## src/inc/lvc_defs.svh

```systemverilog
`ifndef LVC_DEFS_SVH
`define LVC_DEFS_SVH

// ----------------------------------------------------------------
// Register addresses
// ----------------------------------------------------------------
`define LVC_ADDR_W 4
`define LVC_ADDR_CFG_FIRST 4'h0
`define LVC_ADDR_CFG_SECOND 4'h1

// ----------------------------------------------------------------
// Field positions
// ----------------------------------------------------------------
`define LVC_SLOT_LSB 0
`define LVC_HS_BIT 2
`define LVC_LS_BIT 3
`define LVC_PULL_LSB 4
`define LVC_FIRST_DFLT_BIT 6
`define LVC_SECOND_DFLT_BIT 7
`define LVC_INPUT_PULL_LSB 6

// ----------------------------------------------------------------
// Reset values and codes
// ----------------------------------------------------------------
`define LVC_CFG_RESET 8'h00
`define LVC_RELEASED_RESET 2'h0
`define LVC_RDATA_RESET 8'h00
`define LVC_SLOT_HOST 2'h3

`endif

```

## src/inc/lvc_pkg.sv

```systemverilog
package lvc_pkg;

    // ----------------------------------------------------------------
    // Pull selection codes, shared by all three pins
    // ----------------------------------------------------------------
    typedef enum logic [1:0] {
        LVC_PULL_REPEATER = 2'h0,
        LVC_PULL_DOWN_ONLY = 2'h1,
        LVC_PULL_UP_ONLY = 2'h2,
        LVC_PULL_NONE = 2'h3
    } lvc_pull_e;

    typedef logic [1:0] lvc_slot_t;

    typedef struct packed {
        logic repeater;
        logic pull_down;
        logic pull_up;
    } lvc_pull_s;

    typedef struct packed {
        logic high_side_driver;
        logic low_side_driver;
        logic pin_out;
        logic pin_oe;
        lvc_pull_s pull;
    } lvc_drive_s;

    typedef struct packed {
        logic [7:0] cfg_first;
        logic [7:0] cfg_second;
        logic [1:0] released;
        logic [7:0] rdata;
    } lvc_state_s;

endpackage : lvc_pkg

```

## src/core/lvc_pin_config.sv

```systemverilog
// Contract
// - First pin flips polarity in coded slot
// - First pin code 11: host controls only; a sequence start also returns it to its default level
// - Config one bit 2 enables first high-side
// - Config one bit 3 enables first low-side
// - First pull field selects pull arrangement
// - Bit 6 sets first pin default level
// - Bit 7 sets second pin default level
// - Second pin flips polarity in coded slot
// - Second pin code 11: host controls only; a sequence start also returns it to its default level
// - Config two bit 2 enables second high-side
// - Config two bit 3 enables second low-side
// - Config two bits 4-5 select second pull
// - Config two bits 6-7 select input pull
// - All fields clear on power-on reset
//
// Design decisions made here: the plain strobed port and the register addresses.
`timescale 1ns/100ps
`include "lvc_defs.svh"

module lvc_pin_config (
    input wire logic clk,
    input wire logic rstn,
    input wire logic [3:0] addr,
    input wire logic [7:0] wdata,
    input wire logic wr,
    input wire logic rd,
    output logic [7:0] rdata,
    input wire logic seq_start,
    input wire logic [2:0] slot_strobe,
    input wire logic host_write,
    input wire logic [1:0] host_level,
    output lvc_pkg::lvc_slot_t first_pin_slot_select,
    output lvc_pkg::lvc_slot_t second_pin_slot_select,
    output lvc_pkg::lvc_drive_s lv_io_first,
    output lvc_pkg::lvc_drive_s lv_io_second,
    output lvc_pkg::lvc_pull_s lv_input_only_pin
);

    // ----------------------------------------------------------------
    // Decoding helpers
    // ----------------------------------------------------------------
    function automatic lvc_pkg::lvc_pull_s pull_decode(input logic [1:0] code);
        lvc_pkg::lvc_pull_s p;
        p = '0;
        case (lvc_pkg::lvc_pull_e'(code))
            lvc_pkg::LVC_PULL_REPEATER: begin
                p.repeater = 1'b1;
            end
            lvc_pkg::LVC_PULL_DOWN_ONLY: begin
                p.pull_down = 1'b1;
            end
            lvc_pkg::LVC_PULL_UP_ONLY: begin
                p.pull_up = 1'b1;
            end
            default: begin
                p = '0;
            end
        endcase
        return p;
    endfunction : pull_decode

    // Code 11 never matches a slot, so a host-owned pin ignores the slot strobes
    function automatic logic slot_hit(input logic [1:0] code, input logic [2:0] strobe);
        logic hit;
        hit = 1'b0;
        if (code != `LVC_SLOT_HOST) begin
            hit = strobe[code];
        end
        return hit;
    endfunction : slot_hit

    // ----------------------------------------------------------------
    // State
    // ----------------------------------------------------------------
    lvc_pkg::lvc_state_s state_reg;
    lvc_pkg::lvc_state_s state_next;
    logic [7:0] cfg_pin [2];
    logic [1:0] dflt_level;
    logic [1:0] pin_level;
    lvc_pkg::lvc_drive_s drive [2];

    assign cfg_pin[0] = state_reg.cfg_first;
    assign cfg_pin[1] = state_reg.cfg_second;
    assign dflt_level[0] = state_reg.cfg_first[`LVC_FIRST_DFLT_BIT];
    assign dflt_level[1] = state_reg.cfg_first[`LVC_SECOND_DFLT_BIT];

    always_comb begin
        state_next = state_reg;
        state_next.rdata = `LVC_RDATA_RESET;
        if (wr) begin
            case (addr)
                `LVC_ADDR_CFG_FIRST: begin
                    state_next.cfg_first = wdata;
                end
                `LVC_ADDR_CFG_SECOND: begin
                    state_next.cfg_second = wdata;
                end
                default: begin
                    state_next.cfg_first = state_reg.cfg_first;
                end
            endcase
        end
        if (rd) begin
            case (addr)
                `LVC_ADDR_CFG_FIRST: begin
                    state_next.rdata = state_reg.cfg_first;
                end
                `LVC_ADDR_CFG_SECOND: begin
                    state_next.rdata = state_reg.cfg_second;
                end
                default: begin
                    state_next.rdata = `LVC_RDATA_RESET;
                end
            endcase
        end
        // A new sequence returns every pin to its default level; a slot reached,
        // or a host command to a host-owned pin, in the same cycle still wins so the event is not lost
        if (seq_start) begin
            state_next.released = `LVC_RELEASED_RESET;
        end
        for (int i = 0; i < 2; i++) begin
            if (cfg_pin[i][1:0] == `LVC_SLOT_HOST) begin
                if (host_write) begin
                    state_next.released[i] = host_level[i];
                end
            end else if (slot_hit(cfg_pin[i][1:0], slot_strobe)) begin
                state_next.released[i] = 1'b1;
            end
        end
    end

    always_ff @(posedge clk or negedge rstn) begin
        if (!rstn) begin
            state_reg.cfg_first <= `LVC_CFG_RESET;
            state_reg.cfg_second <= `LVC_CFG_RESET;
            state_reg.released <= `LVC_RELEASED_RESET;
            state_reg.rdata <= `LVC_RDATA_RESET;
        end else begin
            state_reg <= state_next;
        end
    end

    // ----------------------------------------------------------------
    // Pin drive decode
    // ----------------------------------------------------------------
    // The level is the default flipped once released; only the driver that
    // matches the level is switched on, and only if it is enabled
    genvar g;
    generate
        for (g = 0; g < 2; g++) begin : g_pin
            assign pin_level[g] = dflt_level[g] ^ state_reg.released[g];
            assign drive[g].high_side_driver = pin_level[g] & cfg_pin[g][`LVC_HS_BIT];
            assign drive[g].low_side_driver = ~pin_level[g] & cfg_pin[g][`LVC_LS_BIT];
            assign drive[g].pin_out = pin_level[g];
            assign drive[g].pin_oe = drive[g].high_side_driver | drive[g].low_side_driver;
            assign drive[g].pull = pull_decode(cfg_pin[g][`LVC_PULL_LSB +: 2]);
        end
    endgenerate

    assign lv_io_first = drive[0];
    assign lv_io_second = drive[1];
    // Pull-up is what a serial data input wants; software must program it
    assign lv_input_only_pin = pull_decode(state_reg.cfg_second[`LVC_INPUT_PULL_LSB +: 2]);
    assign first_pin_slot_select = state_reg.cfg_first[`LVC_SLOT_LSB +: 2];
    assign second_pin_slot_select = state_reg.cfg_second[`LVC_SLOT_LSB +: 2];
    assign rdata = state_reg.rdata;
endmodule : lvc_pin_config

```

## config.mk

```make
export PLATFORM = sky130hd
export DESIGN_NAME = lvc_pin_config
export DESIGN_NICKNAME = d
export VERILOG_FILES = /design/src/inc/lvc_pkg.sv /design/src/core/lvc_pin_config.sv
export VERILOG_INCLUDE_DIRS = /design/src /design/src/inc
export SDC_FILE = /design/constraint.sdc
export NUM_CORES = 1
export LEC_CHECK = 0
export ABC_AREA = 1
export CORE_MARGIN = 2
export CORE_UTILIZATION = 60
export CTS_BUF_LIST = sky130_fd_sc_hd__clkbuf_8 sky130_fd_sc_hd__clkbuf_16
export CTS_CLUSTER_SIZE = 40
export DETAILED_ROUTE_END_ITERATION = 8
export DONT_BUFFER_PORTS = 1
export PLACE_DENSITY = 0.82
export SYNTH_ARGS = -nofsm -noshare
export SYNTH_HDL_FRONTEND = slang
export SYNTH_SLANG_ARGS = --single-unit
```

## constraint.sdc

```tcl
create_clock -name clk -period 1.3 [get_ports clk]
set_clock_uncertainty 0.05 [all_clocks]
set_input_delay 0.195 -clock clk [delete_from_list [all_inputs] [get_ports clk]]
set_output_delay 0.195 -clock clk [all_outputs]
set_load 0.005 [all_outputs]
```

==> flow_summary.json <==
{
  "post-route-period-util_pct": 109,
  "numCtsBuffers": 3,
  "synth_area_sq_um": 1370,
  "place_area_sq_um": 1310,
  "fin_nets": 189,
  "post_synth_fa_ha_maj_area_fraction_pct": 0,
  "syn_inst": 163,
  "endpoint_kind": "output pin",
  "grt_antenna_before_repair": 0,
  "yosysTopAreaCellShare_pct": 47.6,
  "std_cell_rows": 17,
  "multi_input_area_sq_um": 573,
  "drt-total-wl_mm": 2.91,
  "synth_edf_count": 0,
  "synth.distinct_cells": 20,
  "syn_to_final_growth_pct": 9.34,
  "synth_ff_type": "dfrtp_1",
  "worst_slack_ns": -0.117,
  "setup_violations": 8,
  "holdWs_ns": -0.000303,
  "clock_path_buffers": 2,
  "io_buffers": 0,
  "outcome": "complete, but fails checks",
  "violations": "hold timing, setup timing",
  "boundaryPins": 52,
  "timing.fmax_mhz": 706,
  "ys_seq_area_share_pct": 47.6,
  "yosys.area_share.xor_xnor_pct": 1.28,
  "grt_pass1_wl_mm": 4.70,
  "synth.most_common_cell": "nand2_1",
  "clock_latency_ns": 0.27,
  "dp_hpwl_mm": 2.15,
  "worstSetupPathType": "register to output pin",
  "power.leakage_uw": 0.000700,
  "largest_reg_flops": 12,
  "place_ws_ns": 0.129,
  "cts_max_level": 1,
  "post-route-util_pct": 68.2,
  "synthTopCellsByCount": "nand2_1, dfrtp_1, nand3_1, inv_1, o21ai_0",
  "drt_iter0_drc": 18,
  "grtUsageTotal_pct": 24.4,
  "core_area_sq_um": 2190,
  "highest_layer": "met4",
  "syn_area_per_cell_sq_um": 8.38,
  "p_per_area_nw_per_um2": 1470,
  "synth-simple-area-share_pct": 26.5,
  "cts_tree": "built",
  "min_path_type": "input pin to register",
  "grt.overflow.total": 0,
  "r2r_end": "state_reg[8]",
  "design_area_sq_um": 1490,
  "worst_pin_slew_ns": 0.325,
  "wl_met2_mm": 1.48,
  "drv_slew": 0,
  "ys_ff_latch": 26,
  "drt-met1-wl_mm": 1.17,
  "instances_no_fill": 192,
  "n_antenna_cell": 0,
  "worstPathRequired_ns": 1.05,
  "dieArea_sq_um": 2670,
  "cts.sink_count": 26,
  "initial_core_util_pct": 62.4,
  "synthTopCellsByArea": "dfrtp_1, nand2_1, nand3_1",
  "synth_compound_area_share_pct": 10.8,
  "grt_pass1_vias": 1080,
  "place_congestion": 0.845,
  "finalCriticalPeriod_ns": 1.42,
  "yosysTopAreaCell": "dfrtp_1",
  "root_buffer": "clkbuf_8",
  "synthMuxAreaShare_pct": 0,
  "maxCapViolCount": 0,
  "hold_path_end": "cfg_pin[3]",
  "cp.arrival_ns": 1.17,
  "r2r_cells": 5,
  "hold_viol": 1,
  "worstHoldStart": "wdata[3]",
  "worstPathMaxFanout": 3,
  "ff2ff_setup_slack_ns": 0.31,
  "drive_above_1_share_pct": 18.3,
  "die_h_um": 51.7,
  "ff_latch_area_sq_um": 652,
  "via_per_inst": 5.67,
  "yosysWarnings": 0,
  "fill_cells": 188,
  "slew_headroom_pct": 78.3,
  "grt_max_degree": 27,
  "dp.cells": 180,
  "reg2reg_from": "first_pin_slot_select[0]",
  "num_vias": 1089,
  "clkTransAtPathRegs_ns": 0.08,
  "hold_path_depth": 2,
  "chipWidth_um": 51.7,
  "syn_nets": 186,
  "wl_met3_um": 197,
  "route.detailed.drc": 0,
  "async_reset_ff_share_pct": 100,
  "firstDrtPassIters": 4,
  "cp-start-kind": "register",
  "rsz0062_at_grt": "true",
  "peakVddDrop_uv": 934,
  "wire_per_inst_um": 15.2,
  "postRouteAntennaNets": 0,
  "synth_top_family_by_area": "simple AND/OR/NAND/NOR gates"
}
==> metal layers <==
layer / up-vias / track usage, %
met5: - / 0
met4: 0 / 13.2
met3: 7 / 6.03
met2: 49 / 41.0
met1: 520 / 28.6
li1: 513 / -
==> placed cells by master (no fill, tap or decap) <==
cell	Yosys	final
nand2_1	34	32
dfrtp_1	26	25
nand3_1	20	20
inv_1	17	15
o21ai_0	14	12
a21oi_1	10	10
nor2_1	11	10
dlygate4sd3_1	0	6
buf_4	12	6
nor2_4	4	5
o21ai_2	2	4
inv_2	1	3
nand2_2	1	3
clkbuf_8	0	3
nor3_1	2	2
o21ai_1	2	2
xor2_2	0	1
xor2_4	0	1
nand2_4	1	1
nor2_8	1	1
dfrtp_2	0	1
buf_12	0	1
==> report_power, final <==
group / switching, uW / internal (uW) / total, uW
Clock: 236 / 208 / 443
Combinational: 360 / 259 / 619
Sequential: 180 / 952 / 1130
==> worst max path at each step <==
stage                  from         endpoint  slack [ns]  depth (start not counted)
2_1_floorplan   cfg_pin[14]   lv_io_first[3]        0.22                          3
3_3_place_gp    cfg_pin[14]   lv_io_first[3]        0.18                          3
3_5_place_dp        addr[3]      cfg_pin[11]        0.13                          4
4_1_cts        state_reg[9]  lv_io_second[3]       -0.08                          3
5_1_grt         cfg_pin[14]   lv_io_first[3]       -0.14                          3
6_report       state_reg[9]  lv_io_second[5]       -0.12                          3
==> through the flow <==
| stage | total power [uW] | setup TNS (ns) |
|---|---|---|
| after CTS | 2140 | -0.384 |
| after detailed placement | 1590 | 0 |
| after global routing | 2320 | -0.900 |
| after global placement | 1560 | 0 |
| after floorplan | 1470 | 0 |
| final | 2190 | -0.633 |
==> area by class of cell <==
cell class              instances  area share (%)
clock buffers                   3            2.76
multi-input cells             104            38.4
flip-flops and latches         26            43.6
inverters                      18            4.52
repair buffers                 13            8.38
well taps                      28            2.35
==> worst max-delay path, stage by stage, from the launching register on <==
cell     delay, ns
dfrtp_1       0.42
xor2_2        0.26
buf_4         0.18
nor2_4        0.03
==> logic make-up after synthesis <==
family,after synthesis
buf+inv,33
compound gates,28
xor+xnor,2
flops,26
simple gates,74
==> repair_timing <==
item,4_1_cts,5_1_grt
cloned,0,0
endpoints found under the hold margin,33,0
resized for setup,6,8
endpoints found under the setup margin,8,8
setup buffers,2,0
hold buffers,7,0
pin swaps,2,2
Note: power is estimated with default switching activity, not from simulation.
